$ cat config.mk
export PLATFORM = sky130hd
export DESIGN_NAME = pdl_top
export DESIGN_NICKNAME = d
export VERILOG_FILES = /design/src/shared/pdl_pkg.sv /design/src/hw/pdl_top.sv /design/src/hw/pdl_fifo.sv
export SDC_FILE = /design/constraint.sdc
export NUM_CORES = 1
export LEC_CHECK = 0
export BUFFER_PORTS_ARGS = -buffer_cell sky130_fd_sc_hd__buf_2
export CAP_MARGIN = 20
export CORE_UTILIZATION = 45
export CTS_BUF_LIST = sky130_fd_sc_hd__clkbuf_8
export DETAILED_ROUTE_END_ITERATION = 16
export PLACE_DENSITY_LB_ADDON = 0.2
export SLEW_MARGIN = 0
export SYNTH_ARGS = -nofsm -noshare
export SYNTH_HDL_FRONTEND = slang
export SYNTH_SLANG_ARGS = --single-unit
$ cat constraint.sdc
create_clock -name clk_in -period 3.85 [get_ports clk_in]
set_input_delay 0.385 -clock clk_in [delete_from_list [all_inputs] [get_ports clk_in]]
set_output_delay 0.385 -clock clk_in [all_outputs]
set_load 0.005 [all_outputs]
$ cat src/shared/pdl_pkg.sv
// Package: constants, types and helpers for the predecode timing block
package pdl_pkg;
  localparam int LINE_BYTES = 16;
  localparam int MAX_INSN_BYTES = 15;
  localparam int SLOW_CYCLES = 6;
  localparam int DOUBLE_CYCLES = 11;
  localparam int FALSE_OFFSET = 14;
  localparam int DOUBLE_OFFSET = 13;
  localparam int LOOP_MAX_FETCHES = 4;
  localparam int LOOP_MAX_INSNS = 18;
  localparam int LOOP_MAX_TAKEN = 4;
  localparam int DEC0_MAX_UOPS = 4;
  localparam int DECN_MAX_BYTES = 7;
  localparam logic [7:0] OPSIZE_PFX = 8'h66;
  localparam logic [7:0] ADSIZE_PFX = 8'h67;
  localparam logic [7:0] F7_OPC = 8'hF7;
  localparam logic [3:0] REX_NIB = 4'h4;
  localparam logic [3:0] CNT_ZERO = 4'h0;

  // One fetch line with per-line hints from fetch
  typedef struct packed {
    logic [127:0] bytes;
    logic [3:0] start_off;   // Offset of first instruction start
    logic modrm_sib_split;   // ModR/M and SIB straddle the line end
    logic reg_disp8;         // Register plus byte displacement form
    logic has_sixteen_bit_immediate_fixed;   // Fixed encoding sixteen_bit_immediate, no prefix needed
    logic mode64;
  } pdl_line_t;

  // One decoded instruction descriptor
  typedef struct packed {
    logic [3:0] len;         // Length in bytes, 1 to 15
    logic [3:0] uops;
    logic [1:0] npfx;
    logic is_cmp;
    logic is_test;
    logic mem_imm;
    logic is_jcc;
    logic jcc_cf_zf;         // Jump checks only carry or zero
    logic taken;
    logic is_ret;
  } pdl_insn_t;

  typedef struct packed {
    logic [1:0] slot;        // Decoder slot used
    logic fused;
    logic rom;               // Micro-ops come from microcode ROM
    logic [3:0] uops;
    logic [3:0] cycles;
  } pdl_dec_t;

  typedef enum logic [2:0] {
    ST_IDLE = 3'b001,
    ST_SLOW = 3'b010,
    ST_WAIT = 3'b100
  } pdl_state_t;

  // True when any byte is a length-changing prefix
  function automatic logic pdl_has_lcp(input logic [127:0] b);
    logic r;
    r = 1'b0;
    for (int i = 0; i < LINE_BYTES; i++)
    begin
      if (b[i*8 +: 8] == OPSIZE_PFX || b[i*8 +: 8] == ADSIZE_PFX)
      begin
        r = 1'b1;
      end
    end
    return r;
  endfunction

  // True when a byte sits at a given offset
  function automatic logic pdl_byte_is(input logic [127:0] b,
                                       input int off,
                                       input logic [7:0] v);
    return b[off*8 +: 8] == v;
  endfunction
endpackage

$ cat src/hw/pdl_top.sv
// Predecoder stall, fusion, decoder steering and loop replay model
// How it works
// - Instructions up to fifteen bytes accepted
// - Line predecode one cycle, six with prefix
// - Bytes 66 and 67 trigger slow path
// - Fixed sixteen bit immediate avoids slow path stalls, not false stall
// - REX prefix in 64-bit never stalls
// - Line crossing cases stall twice
// - Double stall costs eleven cycles total
// - Prefixed F7 at offset 14 stalls
// - False stall holds six cycles, like slow path
// - Loop fits four fetches, eighteen instructions
// - Loop has at most four taken, no return
// - Qualified loop replays from instruction queue
// - No fusion for memory-immediate compare
// - Test fuses more often than compare
// - Single decoder mode: one per clock, ROM
// - First decoder: four micro-ops, fifteen bytes
// - Other decoders: one micro-op, seven bytes
// - Over four micro-ops takes several cycles
// - Multi-prefix goes to first decoder, slower
// - Compare or test then branch, one pair
// - Compare fuses carry/zero jumps; none 64-bit
`timescale 1ns/10ps
module pdl_top
  import pdl_pkg::*;
#(
  parameter int FIFO_DEPTH = 8
)(
  input wire logic clk_in,
  input wire logic rstn_in,
  input wire logic line_valid_in,
  output logic line_ready_out,
  input wire pdl_line_t line_in,
  output logic pre_valid_out,
  output logic [1:0] pre_stalls_out,
  input wire logic three_dec_in,
  input wire logic insn_valid_in,
  input wire pdl_insn_t insn_in,
  input wire pdl_insn_t insn2_in,
  input wire logic [1:0] insn_slot_in,
  input wire logic loop_back_in,
  input wire logic redirect_in,
  output logic dec_valid_out,
  input wire logic dec_ready_in,
  output pdl_dec_t dec_out,
  output logic replay_out
);
  localparam int DW = $bits(pdl_dec_t);
  pdl_state_t st_r, st_nxt;
  logic [3:0] cnt_r, cnt_nxt;
  logic [1:0] stl_r, stl_nxt;
  logic pv_r, pv_nxt;
  logic length_changing_prefix, lcp_real, dbl, fls, take_line;

  // Length-changing prefix detection on the incoming line
  always_comb
  begin
    length_changing_prefix = pdl_has_lcp(line_in.bytes);
    // A fixed-encoding sixteen_bit_immediate needs no slow path; REX is not a prefix here
    lcp_real = length_changing_prefix && !line_in.has_sixteen_bit_immediate_fixed;
    dbl = lcp_real && (line_in.modrm_sib_split ||
          (line_in.start_off == 4'(DOUBLE_OFFSET) && line_in.reg_disp8));
    fls = length_changing_prefix && line_in.start_off == 4'(FALSE_OFFSET) &&
          pdl_byte_is(line_in.bytes, FALSE_OFFSET + 1, F7_OPC);
  end

  assign line_ready_out = st_r == ST_IDLE;
  assign take_line = line_valid_in && line_ready_out;

  // Predecode timing state machine
  always_comb
  begin
    st_nxt = st_r;
    cnt_nxt = cnt_r;
    stl_nxt = stl_r;
    pv_nxt = 1'b0;
    unique case (st_r)
      ST_IDLE:
      begin
        if (take_line)
        begin
          if (dbl)
          begin
            st_nxt = ST_SLOW;
            cnt_nxt = 4'(DOUBLE_CYCLES - 1);
            stl_nxt = 2'h2;
          end
          else if (fls)
          begin
            st_nxt = ST_WAIT;
            cnt_nxt = 4'(SLOW_CYCLES - 1);
            stl_nxt = 2'h1;
          end
          else if (lcp_real)
          begin
            st_nxt = ST_SLOW;
            cnt_nxt = 4'(SLOW_CYCLES - 1);
            stl_nxt = 2'h1;
          end
          else
          begin
            pv_nxt = 1'b1;
            stl_nxt = 2'h0;
          end
        end
      end
      ST_SLOW, ST_WAIT:
      begin
        cnt_nxt = 4'(cnt_r - 1'b1);
        if (cnt_r == 4'h1)
        begin
          st_nxt = ST_IDLE;
          pv_nxt = 1'b1;
        end
      end
      default:
      begin
        st_nxt = ST_IDLE;
      end
    endcase
  end

  always_ff @(posedge clk_in)
  begin
    if (!rstn_in)
    begin
      st_r <= ST_IDLE;
      cnt_r <= CNT_ZERO;
      stl_r <= 2'h0;
      pv_r <= 1'b0;
    end
    else
    begin
      st_r <= st_nxt;
      cnt_r <= cnt_nxt;
      stl_r <= stl_nxt;
      pv_r <= pv_nxt;
    end
  end

  assign pre_valid_out = pv_r;
  assign pre_stalls_out = stl_r;

  // Decode steering, fusion and cycle cost
  pdl_dec_t dw;
  logic fuse_ok, legal, fifo_rdy;
  always_comb
  begin
    legal = insn_in.len != 4'h0 && insn_in.len <= 4'(MAX_INSN_BYTES);
    fuse_ok = insn2_in.is_jcc && !insn_in.mem_imm && !line_in.mode64 &&
              (insn_in.is_test || (insn_in.is_cmp && insn2_in.jcc_cf_zf));
    dw = '0;
    dw.fused = fuse_ok;
    dw.uops = fuse_ok ? 4'h1 : insn_in.uops;
    dw.rom = insn_in.uops > 4'(DEC0_MAX_UOPS);
    dw.cycles = 4'h1;
    if (!three_dec_in)
    begin
      dw.slot = 2'h0;
    end
    else if (insn_in.npfx > 2'h1 || insn_in.uops != 4'h1 ||
             insn_in.len > 4'(DECN_MAX_BYTES))
    begin
      dw.slot = 2'h0;
    end
    else
    begin
      dw.slot = insn_slot_in;
    end
    if (insn_in.uops > 4'(DEC0_MAX_UOPS))
    begin
      // Widen before rounding up so 13 to 15 micro-ops do not wrap
      dw.cycles = 4'(({1'b0, insn_in.uops} + 5'h3) >> 2);
    end
    if (insn_in.npfx > 2'h1)
    begin
      dw.cycles = 4'(dw.cycles + 4'h1);
    end
  end

  pdl_fifo #(.WIDTH(DW), .DEPTH(FIFO_DEPTH)) u_fifo (
    .clk_in(clk_in),
    .rstn_in(rstn_in),
    .in_valid_in(insn_valid_in && legal),
    .in_ready_out(fifo_rdy),
    .in_data_in(dw),
    .out_valid_out(dec_valid_out),
    .out_ready_in(dec_ready_in),
    .out_data_out(dec_out)
  );

  // Loop replay detector bookkeeping
  logic [4:0] ni_r, ni_nxt;
  logic [2:0] nf_r, nf_nxt, nt_r, nt_nxt;
  logic bad_r, bad_nxt, rp_r, rp_nxt;
  always_comb
  begin
    ni_nxt = ni_r;
    nf_nxt = nf_r;
    nt_nxt = nt_r;
    bad_nxt = bad_r;
    rp_nxt = rp_r;
    if (take_line && nf_r != 3'h7)
    begin
      nf_nxt = 3'(nf_r + 1'b1);
    end
    if (insn_valid_in && fifo_rdy)
    begin
      if (ni_r != 5'h1F)
      begin
        ni_nxt = 5'(ni_r + 1'b1);
      end
      if (insn_in.taken && nt_r != 3'h7)
      begin
        nt_nxt = 3'(nt_r + 1'b1);
      end
      bad_nxt = bad_r || insn_in.is_ret;
    end
    if (loop_back_in)
    begin
      rp_nxt = !bad_nxt && ni_nxt <= 5'(LOOP_MAX_INSNS) &&
               nf_nxt <= 3'(LOOP_MAX_FETCHES) &&
               nt_nxt <= 3'(LOOP_MAX_TAKEN);
      ni_nxt = 5'h0;
      nf_nxt = 3'h0;
      nt_nxt = 3'h0;
      bad_nxt = 1'b0;
    end
    if (redirect_in)
    begin
      rp_nxt = 1'b0;
      ni_nxt = 5'h0;
      nf_nxt = 3'h0;
      nt_nxt = 3'h0;
      bad_nxt = 1'b0;
    end
  end

  always_ff @(posedge clk_in)
  begin
    if (!rstn_in)
    begin
      ni_r <= 5'h0;
      nf_r <= 3'h0;
      nt_r <= 3'h0;
      bad_r <= 1'b0;
      rp_r <= 1'b0;
    end
    else
    begin
      ni_r <= ni_nxt;
      nf_r <= nf_nxt;
      nt_r <= nt_nxt;
      bad_r <= bad_nxt;
      rp_r <= rp_nxt;
    end
  end

  assign replay_out = rp_r;

  // Checks
  chk_single_stall: assert property (@(posedge clk_in) disable iff (!rstn_in)
    take_line && lcp_real && !dbl && !fls |=> !pv_r [*5] ##1 pv_r)
    else $error("single stall not six cycles");
  chk_double_stall: assert property (@(posedge clk_in) disable iff (!rstn_in)
    take_line && dbl |=> !pv_r [*8] ##2 !pv_r ##1 pv_r)
    else $error("double stall not eleven cycles");
  chk_fast_line: assert property (@(posedge clk_in) disable iff (!rstn_in)
    take_line && !length_changing_prefix |=> pv_r && stl_r == 2'h0)
    else $error("fast line not one cycle");
  chk_false_wait: assert property (@(posedge clk_in) disable iff (!rstn_in)
    take_line && fls && !dbl |=> st_r == ST_WAIT && !line_ready_out)
    else $error("false stall missing");
  chk_stall_ready: assert property (@(posedge clk_in) disable iff (!rstn_in)
    st_r != ST_IDLE |-> !line_ready_out && !pv_r)
    else $error("ready during stall");
  chk_sixteen_bit_immediate_free: assert property (@(posedge clk_in) disable iff (!rstn_in)
    take_line && line_in.has_sixteen_bit_immediate_fixed && !fls |=> st_r == ST_IDLE)
    else $error("sixteen_bit_immediate stalled");
  chk_no_fuse64: assert property (@(posedge clk_in) disable iff (!rstn_in)
    line_in.mode64 || insn_in.mem_imm |-> !dw.fused)
    else $error("fusion not allowed");
  chk_slot_limit: assert property (@(posedge clk_in) disable iff (!rstn_in)
    dw.slot != 2'h0 |-> insn_in.uops == 4'h1 && insn_in.len <= 4'h7)
    else $error("slot limit broken");
  chk_redirect_drop: assert property (@(posedge clk_in) disable iff (!rstn_in)
    redirect_in |=> !replay_out)
    else $error("replay after redirect");
  chk_multi_cycle: assert property (@(posedge clk_in) disable iff (!rstn_in)
    insn_in.uops > 4'(DEC0_MAX_UOPS) |-> dw.cycles > 4'h1)
    else $error("long instruction decoded in one cycle");
  chk_prefix_slot: assert property (@(posedge clk_in) disable iff (!rstn_in)
    insn_in.npfx > 2'h1 |-> dw.slot == 2'h0 && dw.cycles > 4'h1)
    else $error("multi-prefix not on first decoder");
  chk_ret_blocks: assert property (@(posedge clk_in) disable iff (!rstn_in)
    loop_back_in && !redirect_in && bad_nxt |=> !replay_out)
    else $error("loop with return replayed");
  cov_slow: cover property (@(posedge clk_in) take_line && lcp_real);
  cov_double: cover property (@(posedge clk_in) take_line && dbl);
  cov_false: cover property (@(posedge clk_in) take_line && fls);
  cov_fused: cover property (@(posedge clk_in) insn_valid_in && dw.fused);
  cov_replay: cover property (@(posedge clk_in) !replay_out ##1 replay_out);
endmodule

$ cat src/hw/pdl_fifo.sv
// Flip-flop FIFO with valid/ready on both sides
`timescale 1ns/10ps
module pdl_fifo
  import pdl_pkg::*;
#(
  parameter int WIDTH = 8,
  parameter int DEPTH = 8
)(
  input wire logic clk_in,
  input wire logic rstn_in,
  input wire logic in_valid_in,
  output logic in_ready_out,
  input wire logic [WIDTH-1:0] in_data_in,
  output logic out_valid_out,
  input wire logic out_ready_in,
  output logic [WIDTH-1:0] out_data_out
);
  localparam int AW = $clog2(DEPTH);
  logic [WIDTH-1:0] mem_r [DEPTH];
  logic [AW-1:0] wp_r, wp_nxt, rp_r, rp_nxt;
  logic [AW:0] cnt_r, cnt_nxt;
  logic push, pop;

  // Handshake and pointer update
  always_comb
  begin
    push = in_valid_in && in_ready_out;
    pop = out_valid_out && out_ready_in;
    wp_nxt = push ? AW'(wp_r + 1'b1) : wp_r;
    rp_nxt = pop ? AW'(rp_r + 1'b1) : rp_r;
    cnt_nxt = (AW+1)'(cnt_r + push - pop);
  end

  assign in_ready_out = cnt_r != (AW+1)'(DEPTH);
  assign out_valid_out = cnt_r != '0;
  assign out_data_out = mem_r[rp_r];

  // Storage and pointers
  always_ff @(posedge clk_in)
  begin
    if (!rstn_in)
    begin
      wp_r <= '0;
      rp_r <= '0;
      cnt_r <= '0;
    end
    else
    begin
      wp_r <= wp_nxt;
      rp_r <= rp_nxt;
      cnt_r <= cnt_nxt;
    end
    if (push)
    begin
      mem_r[wp_r] <= in_data_in;
    end
  end
endmodule

# Word level (Yosys, flattened, before mapping)

Memories as Yosys holds them, arrays and structs flattened. A register that Yosys moved wholly into a read port is not among the register bits.
Index checks and enable logic that the tools add are counted.

$add $sub $neg: 10
Order comparisons: 7
Equal/unequal tests: 47
Muxes and demuxes: 51
Bitwise logic cells: 1
Reduce and logical (&&, ||, !) cells: 54

Operator list:

| kind                                                          | count |
|---|---|
| == test 8 x 7 -> 1 bit, second input constant                 | 32 |
| 2-to-1 mux 3 bit                                              | 11 |
| 2-to-1 mux 1 bit                                              | 26 |
| 2-to-1 mux 4 bit                                              | 6 |
| logical OR 1 bit                                              | 21 |
| logical AND 1 bit                                             | 20 |
| adder 3 x 1 -> 3 bit, second input constant                   | 4 |
| 2-to-1 mux 5 bit                                              | 2 |
| == test 4 bit, second input constant                          | 2 |
| == test 8 bit, second input constant                          | 1 |
| greater-than comparator 4 x 3 -> 1 bit, second input constant | 2 |
| != test 4 x 1 -> 1 bit, second input constant                 | 2 |
| one-hot mux 4 bit (2 select lines)                            | 1 |
| nonzero test 4 bit                                            | 2 |
| <= comparator 3 bit, second input constant                    | 2 |
| 2-to-1 mux 2 bit                                              | 3 |
| != test 3 bit, second input constant                          | 2 |
| one-hot mux 3 bit (2 select lines)                            | 1 |
| AND reduction 3 bit                                           | 2 |
| adder 4 x 2 -> 5 bit, second input constant                   | 1 |
| adder 5 x 1 -> 5 bit, second input constant                   | 1 |
| <= comparator 5 bit, second input constant                    | 1 |
| != test 5 bit, second input constant                          | 1 |
| adder 4 x 1 -> 4 bit                                          | 1 |
| other kinds (19)                                              | 23 |

Register bits: 33
Bits in writable memories: 96
Logic and storage cells: 183
Memories: 1

Memories:

| name         | words | bits a word | rd ports | clocked after Yosys merged registers in | wr ports | line           | text |
|---|---|---|---|---|---|---|---|
| u_fifo.mem_r | 8     | 12          | 1        | 1                                       | 1        | pdl_fifo.sv:19 | `logic [WIDTH-1:0] mem_r [DEPTH];` |

# Longest topological paths before layout

Gate-level depths: netlist of the first run.

Depth after elaboration: 24
Gate-level depth with buffers: 12
Mapped depth without buffers: 12

# By module

A second synthesis of the first run with hierarchy kept.

Cells, all modules: 428
Area, all modules: 6138.4 µm²

By module, submodules not included:

| module   | instances | cells each | area an instance (µm²) | seq. area each (µm²) |
|---|---|---|---|---|
| pdl_fifo | 1         | 217        | 4393.0                 | 3143.0 |
| pdl_top  | 1         | 211        | 1745.4                 | 460.4 |

# Worst setup path before layout of the first run

Ideal clock, no wire load.

Path type: register to register
Start: register u_fifo.cnt_r[2]
End: memory u_fifo.mem_r[0][0] in the netlist's numbering, enable pin
Library setup time: 0.396 ns
Arrival: 2.086 ns
Data required time: 3.454 ns
Setup slack: 1.368 ns
Cell stages (with the launch flop): 7
Clock period less this slack: 2.482 ns
Cells stage by stage: dfxtp_1 -> inv_1 -> ha_1 -> a21boi_2 -> o41a_1 -> nand2b_1 -> nor3_1

Longest elaborated chain between the ends: 4

RTL lines:

| what                                   | line           | text |
|---|---|---|
| start: declaration                     | pdl_fifo.sv:21 | `logic [AW:0] cnt_r, cnt_nxt;` |
| start signal: assignment               | pdl_fifo.sv:51 | `cnt_r <= cnt_nxt;` |
| != test 4 bit                          | pdl_fifo.sv:34 | `assign in_ready_out = cnt_r != (AW+1)'(DEPTH);` |
| logical AND 1 bit                      | pdl_fifo.sv:27 | `push = in_valid_in && in_ready_out;` |
| named net u_fifo.push                  | pdl_fifo.sv:22 | `logic push, pop;` |
| 2-to-1 mux 1 bit                       | pdl_fifo.sv:53 | `if (push)` |
| 2-to-1 mux 1 bit (implied by the code) | pdl_fifo.sv:55 | `mem_r[wp_r] <= in_data_in;` |
| end: declaration                       | pdl_fifo.sv:19 |  |

The timed path passes the listed nets, and every way through them passes these cells.

==> results of run 1 <==
final cells by class:
class	instances	area, µm²	area share, %
clock buffer	17	234	3.14
tap	172	215	2.89
sequential	132	3600	48.3
clock inverter	15	155	2.08
antenna	4	10.0	0.134
multi-input combinational	270	2270	30.4
timing repair buffer	176	911	12.2
inverter	17	63.8	0.856
layer usage:
metal  track usage [%]  vias up  routed length, µm
li1                  -     2010                  -
met1              21.9     2006               5070
met2              38.7      139               7180
met3              4.69       20                590
met4              10.0        0                420
met5                 0        -                  0
cell families after synthesis:
family                     Yosys count  share of synthesized area [%]
other                                1                         0.0631
DFF                                132                           60.6
adders and majority gates           17                           3.70
muxes                               43                           12.6
AOI/OAI and AO/OA                   45                           4.69
and+or+nand+nor                    143                           14.5
buffers and inverters               28                           1.85
xor gates and xnor gates            14                           2.06
through the flow:
| stage | util (%) | power, mW |
|---|---|---|
| 3_3_place_gp | 55.3 | 2.50 |
| 5_1_grt | 58.4 | 3.80 |
| 2_1_floorplan | - | 2.26 |
| 3_5_place_dp | 55.3 | 2.54 |
| 6_report | 58.4 | 3.61 |
| 4_1_cts | 58.3 | 3.65 |
sequential cells by signal, summed over array words and instances, names as in the netlist, named ones only:
| name | count |
|---|---|
| bad_r | 1 |
| cnt_r | 4 |
| nf_r | 3 |
| ni_r | 5 |
| nt_r | 3 |
| pre_stalls_out | 2 |
| pre_valid_out | 1 |
| replay_out | 1 |
| st_r | 3 |
| u_fifo.cnt_r | 4 |
| u_fifo.mem_r | 96 |
| u_fifo.rp_r | 3 |
| u_fifo.wp_r | 3 |
power by group:
| group | internal, mW | switching, mW |
|---|---|---|
| clock network | 0.577 | 0.540 |
| logic | 0.442 | 0.388 |
| registers | 1.62 | 0.0395 |
final timing paths:
check,from,cells past startpoint,slack [ns],endpoint
setup / recovery,flop,4,1.27,dec_out[4]
hold / removal,insn_in[0],3,0.21,bad_r
setup reg to reg,u_fifo.cnt_r[2],9,1.60,u_fifo.cnt_r[2]
hold reg to reg,pre_stalls_out[1],2,0.46,pre_stalls_out[1]
placed cells by master (no fill, tap or decap), types with 3 or more instances in the layout:
cell type,n
a21o_1,4
a21oi_1,17
a31oi_1,3
and2_1,4
and3_1,3
buf_2,164
buf_4,12
clkbuf_8,17
clkinvlp_4,5
conb_1,8
dfxtp_1,36
diode_2,4
edfxtp_1,96
ha_1,16
inv_1,17
inv_6,3
mux2_2,13
mux2i_1,6
mux4_2,24
nand2_1,25
nand2b_1,7
nand3_1,8
nand3b_1,5
nand4_1,9
nand4b_1,16
nor2_1,31
nor2b_1,4
nor3_1,4
nor4_1,3
nor4bb_1,15
o21ai_0,11
xnor2_1,5
xor2_1,9
tightest hold or removal path, stage by stage:
cell     delay, ns
buf_2         0.08
a21oi_1       0.07
nor2_1        0.07
==> results.sh, run 1 <==
export IMPL_cts_resized=0
export IMPL_place_area_um2=7060
export IMPL_fin_skew_ns=0.00779
export IMPL_antenna_found_initial=4
export IMPL_maxCapViolations=0
export IMPL_rows=41
export IMPL_critPathMaxFanout=24
export IMPL_overflow=0
export IMPL_setup_tns_ns=0
export IMPL_dp_cells=767
export IMPL_maxSlewHeadroom_pct=35.1
export IMPL_clock_latency_ns=0.42
export IMPL_port_buffers=164
export IMPL_cts_max_level=4
export IMPL_synth_top_cell_area_share_pct=48.5
export IMPL_postCtsSetupBuffers=0
export IMPL_fmax_ghz=0.388
export IMPL_synth_edff_count=96
export IMPL_yosys_register_bits=132
export IMPL_fin_crit_ns=2.58
export IMPL_crit_slowest_cell="mux4_2"
export IMPL_post_dp_hpwl_um=9810
export IMPL_root_buffer="clkbuf_8"
export IMPL_ant_nets=0
export IMPL_crit_required_ns=3.46
export IMPL_dieWidth_um=117
export IMPL_synth_area_leaders="edfxtp_1, dfxtp_1, mux4_2"
export IMPL_leakagePower_nw=2.92
export IMPL_syn_inst=423
export IMPL_ys_warn_count=0
export IMPL_start_kind="flop"
export IMPL_max_vdd_ir_drop_mv=0.203
export IMPL_drive_above_1_share_pct=39.7
export IMPL_core_area_um2=12800
export IMPL_grt_max_degree=25
export IMPL_syn_area_um2=5950
export IMPL_fillers=1031
export IMPL_clock_sinks=132
export IMPL_async_reset_ff_share_pct=0
export IMPL_start_util_pct=46.6
export IMPL_grt_first_pass_wirelength_um=20500
export IMPL_wire_per_inst_um=16.5
export IMPL_rsz0062_at_grt="no"
export IMPL_grt_pass1_vias=4308
export IMPL_syn2layout_area_growth_pct=25.4
export IMPL_synth_top_cell_by_area="edfxtp_1"
export IMPL_worst_setup_path_end_kind="output port"
export IMPL_track_usage_pct=20.7
export IMPL_instances_no_fill=803
export IMPL_nets=811
export IMPL_final_area_um2=7460
export IMPL_cts_buffers=17
export IMPL_num_vias=4175
export IMPL_crit_chain="buf_4, mux4_2, mux2_2, buf_2"
export IMPL_min_period_over_period_pct=67.0
export IMPL_path_clk_slew_ns=0.08
export IMPL_cp_buffers_inverters=2
export IMPL_dr_pass1_iters=4
export IMPL_yosysSeqAreaShare_pct=60.6
export IMPL_setup_slack_ns=1.27
export IMPL_hold_slack_ns=0.211
export IMPL_cpLargestDelayFamily="multiplexers"
export IMPL_setup_violations=0
export IMPL_finalHoldViolations=0
export IMPL_hold_path_class="in2reg"
export IMPL_via_per_inst=5.20
export IMPL_gp_congestion=0.864
export IMPL_io_pins=198
export IMPL_yosysMostFrequentCell="edfxtp_1"
export IMPL_worst_slew_pin_slew_ns=0.971
export IMPL_drc=0
export IMPL_cpPeakStageDelay_ns=0.58
export IMPL_run_status="finished clean"
export IMPL_crit_arrival_ns=2.20
export IMPL_cts_hold_fix_buffers=0
export IMPL_ys_types=48
export IMPL_avgSynthCellArea_um2=14.1
export IMPL_drv_slew=0
export IMPL_synth_common_cells="edfxtp_1, dfxtp_1, nor2_1, nand2_1, mux4_2"
export IMPL_die_height_um=117
export IMPL_ys_flop_type="edfxtp_1"
export IMPL_cts_tree="built"
export IMPL_powerDensity_nw_per_um2=484
export IMPL_critPathKind="reg2out"
export IMPL_dpl_worst_slack_ns=1.60
export IMPL_drt_iter0_markers=201
export IMPL_clock_path_buffers=2
export IMPL_drt_wl_total_um=13300
export IMPL_die_area_um2=13700
No activity file was read; power rests on OpenSTA's default activity.
==> run 2: changes to the inputs <==
Clock period 3.85 ns to 2.6 ns, I/O delays scaled along.
==> run 2 against run 1 <==
Cell count down 0.25%. Clock power up 65%. Largest cell class unchanged. Die area stayed put. Non-clock buffer count unchanged. First-iteration DRC count increased by 15%. Via count is 0.69% higher. Worst hold slack worse by 0.12 ns. Register-to-register slack worse by 1.1 ns. Wire length rose by 0.97%. Sequential share of layout area down 0.37 points. Total power rose by 54%. Core utilization is 0.45 points higher. Critical endpoint unchanged.
==> results.sh, run 2 (synthesis gave the netlist of run 1 again) <==
export IMPL_hold_path_class="in2reg"
export IMPL_multiInputGateArea_um2=2270
export IMPL_crit_required_ns=2.34
export IMPL_dpl_worst_slack_ns=0.467
export IMPL_grt_pass1_vias=4203
export IMPL_setup_slack_ns=0.351
export IMPL_track_usage_pct=20.7
export IMPL_crit_chain="buf_12, mux4_2, mux2_2, buf_2"
export IMPL_io_pins=198
export IMPL_worst_slew_pin_slew_ns=0.929
export IMPL_core_area_um2=12800
export IMPL_syn2layout_area_growth_pct=26.4
export IMPL_rsz0062_at_grt="no"
export IMPL_cts_tree="built"
export IMPL_crit_slowest_cell="mux4_2"
export IMPL_worst_setup_path_end_kind="output port"
export IMPL_wire_per_inst_um=16.7
export IMPL_drc=0
export IMPL_grt_first_pass_wirelength_um=20300
export IMPL_drv_slew=0
export IMPL_ant_nets=0
export IMPL_fillers=1001
export IMPL_start_kind="flop"
export IMPL_port_buffers=164
export IMPL_drt_iter0_markers=232
export IMPL_gp_congestion=0.866
export IMPL_leakagePower_nw=2.96
export IMPL_critPathMaxFanout=24
export IMPL_nets=811
export IMPL_dieWidth_um=117
export IMPL_worst_r2r_cell_count=11
export IMPL_die_area_um2=13700
export IMPL_cpPeakStageDelay_ns=0.53
export IMPL_regMostFlops="u_fifo.mem_r"
export IMPL_grt_max_degree=25
export IMPL_cts_max_level=4
export IMPL_run_status="finished clean"
export IMPL_path_clk_slew_ns=0.08
export IMPL_rows=41
export IMPL_start_util_pct=46.6
export IMPL_clock_path_buffers=2
export IMPL_regArea_um2=3600
export IMPL_setup_violations=0
export IMPL_critPathKind="reg2out"
export IMPL_cts_buffers=17
export IMPL_antenna_found_initial=2
export IMPL_clock_latency_ns=0.42
export IMPL_maxCapViolations=0
export IMPL_fin_skew_ns=0.00649
export IMPL_post_dp_hpwl_um=9720
export IMPL_crit_arrival_ns=1.99
export IMPL_fmax_ghz=0.445
export IMPL_min_period_over_period_pct=86.5
export IMPL_cp_buffers_inverters=2
export IMPL_max_vdd_ir_drop_mv=0.300
export IMPL_critPathCapture="dec_out[4]"
export IMPL_clock_sinks=132
export IMPL_num_vias=4204
export IMPL_top_regs="u_fifo.mem_r (96), ni_r (5)"
export IMPL_powerDensity_nw_per_um2=741
export IMPL_cp_depth=4
export IMPL_setup_tns_ns=0
export IMPL_drive_above_1_share_pct=39.7
export IMPL_fin_crit_ns=2.25
export IMPL_hold_slack_ns=0.0955
export IMPL_final_common_cell="buf_2"
export IMPL_largest_reg_flops=96
export IMPL_overflow=0
export IMPL_die_height_um=117
export IMPL_dr_pass1_iters=4
export IMPL_drt_wl_total_um=13400
export IMPL_layout_common_cells="buf_2, edfxtp_1, dfxtp_1"
export IMPL_reg2reg_slack_ns=0.48
export IMPL_cts_resized=0
export IMPL_timing_rr_end="u_fifo.cnt_r[2]"
export IMPL_root_buffer="clkbuf_8"
export IMPL_postCtsSetupBuffers=0
export IMPL_r2r_start="u_fifo.cnt_r[1]"
export IMPL_cts_hold_fix_buffers=0
export IMPL_finalHoldViolations=0
export IMPL_power_total_mw=5.57
export IMPL_via_per_inst=5.25
export IMPL_cpLargestDelayFamily="multiplexers"
export IMPL_maxSlewHeadroom_pct=37.9
## run 2: per-layer routing
layer	vias to the layer above	global-route usage (%)	share of wire [%]
li1	2018	-	-
met1	2038	21.6	37
met2	131	39.9	56
met3	17	4.69	4.2
met4	0	8.27	2.3
met5	-	0	0
## run 2: worst min-delay path by stage
stage                     from  slack [ns]  cells past startpoint  endpoint
finish              insn_in[0]         0.1                      3     bad_r
global placement         bad_r        0.44                      2     bad_r
detailed placement       bad_r        0.45                      2     bad_r
floorplan              rstn_in        0.38                      2  cnt_r[1]
global route        insn_in[0]        0.08                      3     bad_r
CTS                 insn_in[0]        0.06                      3     bad_r
## run 2: worst min-delay path, delay by kind of cell
kind,cells,cell delay (ns)
AOI/OAI and AO/OA,1,0.07
buffers and inverters,1,0.09
and+or+nand+nor,1,0.07
## run 2: stage by stage
step / instance area, µm² / instances / util (%)
finish: 7520 / 801 / 58.8
global route: 7520 / 801 / 58.8
CTS: 7510 / 799 / 58.8
detailed placement: 7070 / 767 / 55.4
global placement: 7070 / 767 / 55.4
floorplan: 5970 / 430 / -
## run 2: final cells by class
class / instances / area share [%]
flip-flops and latches: 132 / 47.9
multi-input cells: 270 / 30.1
repair buffers: 176 / 12.3
clock buffers: 17 / 3.11
well taps: 172 / 2.86
clock inverters: 15 / 2.73
inverters: 17 / 0.849
diodes: 2 / 0.0666
## run 2: power by group
part	leakage, nW	internal (mW)	switching, mW
registers	1.18	2.40	0.0589
logic	1.56	0.678	0.578
clock network	0.218	1.05	0.799
==> run 3: changes to the inputs <==
Settings changed: BUFFER_PORTS_ARGS -buffer_cell sky130_fd_sc_hd__buf_2 to -buffer_cell sky130_fd_sc_hd__buf_4, CORE_UTILIZATION 45 to 50, SETUP_SLACK_MARGIN set to 0.15.
==> run 3 against run 2 <==
The run now ends with design-rule violations left. Clock power shrank 13%. Non-clock buffer count up 4. Combinational power increased by 10%. Count of clock-buffer cells in the layout unchanged. Setup slack got worse by 0.020 ns. Worst hold slack got worse by 0.0034 ns. Cell area up 4.5%. Core utilization rose by 9.4 points. Clock skew grew 0.0037 ns. Critical path depth is the same. Register-to-register slack barely moved. Critical path type unchanged.
==> results.sh, run 3 (synthesis gave the netlist of run 1 again) <==
export IMPL_crit_required_ns=2.34
export IMPL_ant_nets=0
export IMPL_maxSlewHeadroom_pct=43.0
export IMPL_cts_buffers=17
export IMPL_r2r_start="u_fifo.cnt_r[1]"
export IMPL_diodes=0
export IMPL_fillers=852
export IMPL_rows=39
export IMPL_regArea_um2=3600
export IMPL_cpPeakStageDelay_ns=0.54
export IMPL_antenna_found_initial=0
export IMPL_gp_congestion=0.805
export IMPL_start_util_pct=51.6
export IMPL_p_comb_share_pct=25.5
export IMPL_internal_power_mw=4.04
export IMPL_maxCapViolations=0
export IMPL_grt_max_degree=25
export IMPL_wire_per_inst_um=17.2
export IMPL_via_per_inst=5.41
export IMPL_crit_arrival_ns=2.01
export IMPL_crit_chain="buf_12, mux4_2, mux2_2, buf_4"
export IMPL_cts_tree="built"
export IMPL_sw_frac_of_total_pct=26.1
export IMPL_worst_slew_pin_slew_ns=0.846
export IMPL_critPathMaxFanout=24
export IMPL_grt_first_pass_wirelength_um=21400
export IMPL_power_total_mw=5.46
export IMPL_violations="design-rule violations"
export IMPL_clock_latency_ns=0.43
export IMPL_min_from="insn_in[0]"
export IMPL_layout_common_cells="buf_4, edfxtp_1, dfxtp_1"
export IMPL_grt_pass1_vias=4356
export IMPL_num_vias=4187
export IMPL_drt_wl_total_um=13300
export IMPL_cpLargestDelayFamily="multiplexers"
export IMPL_post_dp_hpwl_um=9710
export IMPL_dp_cells=742
export IMPL_run_status="finished, violations left"
export IMPL_port_buffers=164
export IMPL_fin_crit_ns=2.27
export IMPL_worst_setup_path_end_kind="output port"
export IMPL_track_usage_pct=22.9
export IMPL_cts_resized=0
export IMPL_path_clk_slew_ns=0.07
export IMPL_largest_reg_flops=96
export IMPL_p_switching_mw=1.42
export IMPL_postCtsSetupBuffers=0
export IMPL_die_height_um=111
export IMPL_fmax_ghz=0.441
export IMPL_seqPwrFrac_pct=45.1
export IMPL_multiInputGateArea_um2=2270
export IMPL_start_kind="flop"
export IMPL_top_regs="u_fifo.mem_r (96), ni_r (5)"
export IMPL_finalHoldViolations=0
export IMPL_root_buffer="clkbuf_8"
export IMPL_drv_slew=0
export IMPL_powerDensity_nw_per_um2=695
export IMPL_max_vdd_ir_drop_mv=0.427
export IMPL_drc=2
export IMPL_core_area_um2=11500
export IMPL_cts_max_level=4
export IMPL_min_period_over_period_pct=87.3
export IMPL_critPathKind="reg2out"
export IMPL_drt_iter0_markers=212
export IMPL_instances_no_fill=774
export IMPL_die_area_um2=12300
export IMPL_crit_slowest_cell="mux4_2"
export IMPL_syn2layout_area_growth_pct=32.1
export IMPL_clock_sinks=132
export IMPL_regMostFlops="u_fifo.mem_r"
export IMPL_dr_pass1_iters=12
export IMPL_overflow=0
export IMPL_cts_hold_fix_buffers=0
export IMPL_hold_path_class="in2reg"
export IMPL_final_common_cell="buf_4"
export IMPL_nets=815
export IMPL_cp_buffers_inverters=2
export IMPL_clock_path_buffers=2
export IMPL_leakagePower_nw=3.10
export IMPL_drive_above_1_share_pct=39.8
export IMPL_io_pins=198
export IMPL_setup_tns_ns=0
export IMPL_setup_violations=0
export IMPL_dieWidth_um=111
export IMPL_rsz0062_at_grt="no"
export IMPL_hold_slack_ns=0.0922
export IMPL_fin_skew_ns=0.0102
export IMPL_pwr_share_clk_pct=29.4
run 3: cell types whose count changed in the layout (fill, tap and decap cells not counted), sizes merged:
cell	change
diode	-2
bufinv	-2
clkinv	+2
buf	+4
run 3: per-layer routing:
metal | GRT usage [%] | vias up | wire [µm]
li1 | - | 2023 | -
met1 | 26.4 | 2022 | 5210
met2 | 40.6 | 127 | 6970
met3 | 7.27 | 15 | 928
met4 | 6.94 | 0 | 180
met5 | 0 | - | 0
run 3: final timing paths:
| kind | endpoint | slack (ns) | depth (start not counted) |
|---|---|---|---|
| worst max-delay path | dec_out[4] | 0.33 | 4 |
| worst min-delay path | bad_r | 0.09 | 3 |
| worst max register to register | u_fifo.cnt_r[2] | 0.47 | 11 |
| worst min register to register | pre_stalls_out[0] | 0.46 | 2 |
run 3: layout make-up:
| cell class | count | share of cell area, % |
|---|---|---|
| Sequential cell | 132 | 45.9 |
| Tap cell | 143 | 2.28 |
| Inverter | 17 | 0.812 |
| Clock inverter | 15 | 1.78 |
| Timing Repair Buffer | 180 | 17.4 |
| Clock buffer | 17 | 2.98 |
| Multi-Input combinational cell | 270 | 28.9 |
run 3: metrics by stage:
stage / instance area, µm² / setup slack, ns / utilization (%)
floorplan: 5980 / 0.449 / -
global placement: 7480 / 0.555 / 65.0
detailed placement: 7480 / 0.491 / 65.0
CTS: 7850 / 0.267 / 68.2
global route: 7850 / 0.245 / 68.2
finish: 7850 / 0.331 / 68.2
run 3: power by group through the flow:
| stage | Combinational [mW] | Clock (mW) | Sequential [mW] |
|---|---|---|---|
| floorplan | 0.855 | 0 | 2.49 |
| global placement | 1.36 | 0 | 2.50 |
| detailed placement | 1.40 | 0 | 2.51 |
| CTS | 1.42 | 1.65 | 2.46 |
| global route | 1.52 | 1.73 | 2.47 |
| finish | 1.39 | 1.61 | 2.46 |
run 3: worst reg2reg max path, cell delays in order (launching register included):
cell	delay, ns
dfxtp_1	0.37
nor2_1	0.19
nand2_1	0.12
nand2_1	0.14
inv_1	0.08
ha_1	0.29
inv_1	0.06
ha_1	0.15
inv_1	0.05
fa_1	0.37
xor2_1	0.16
nor2_1	0.05
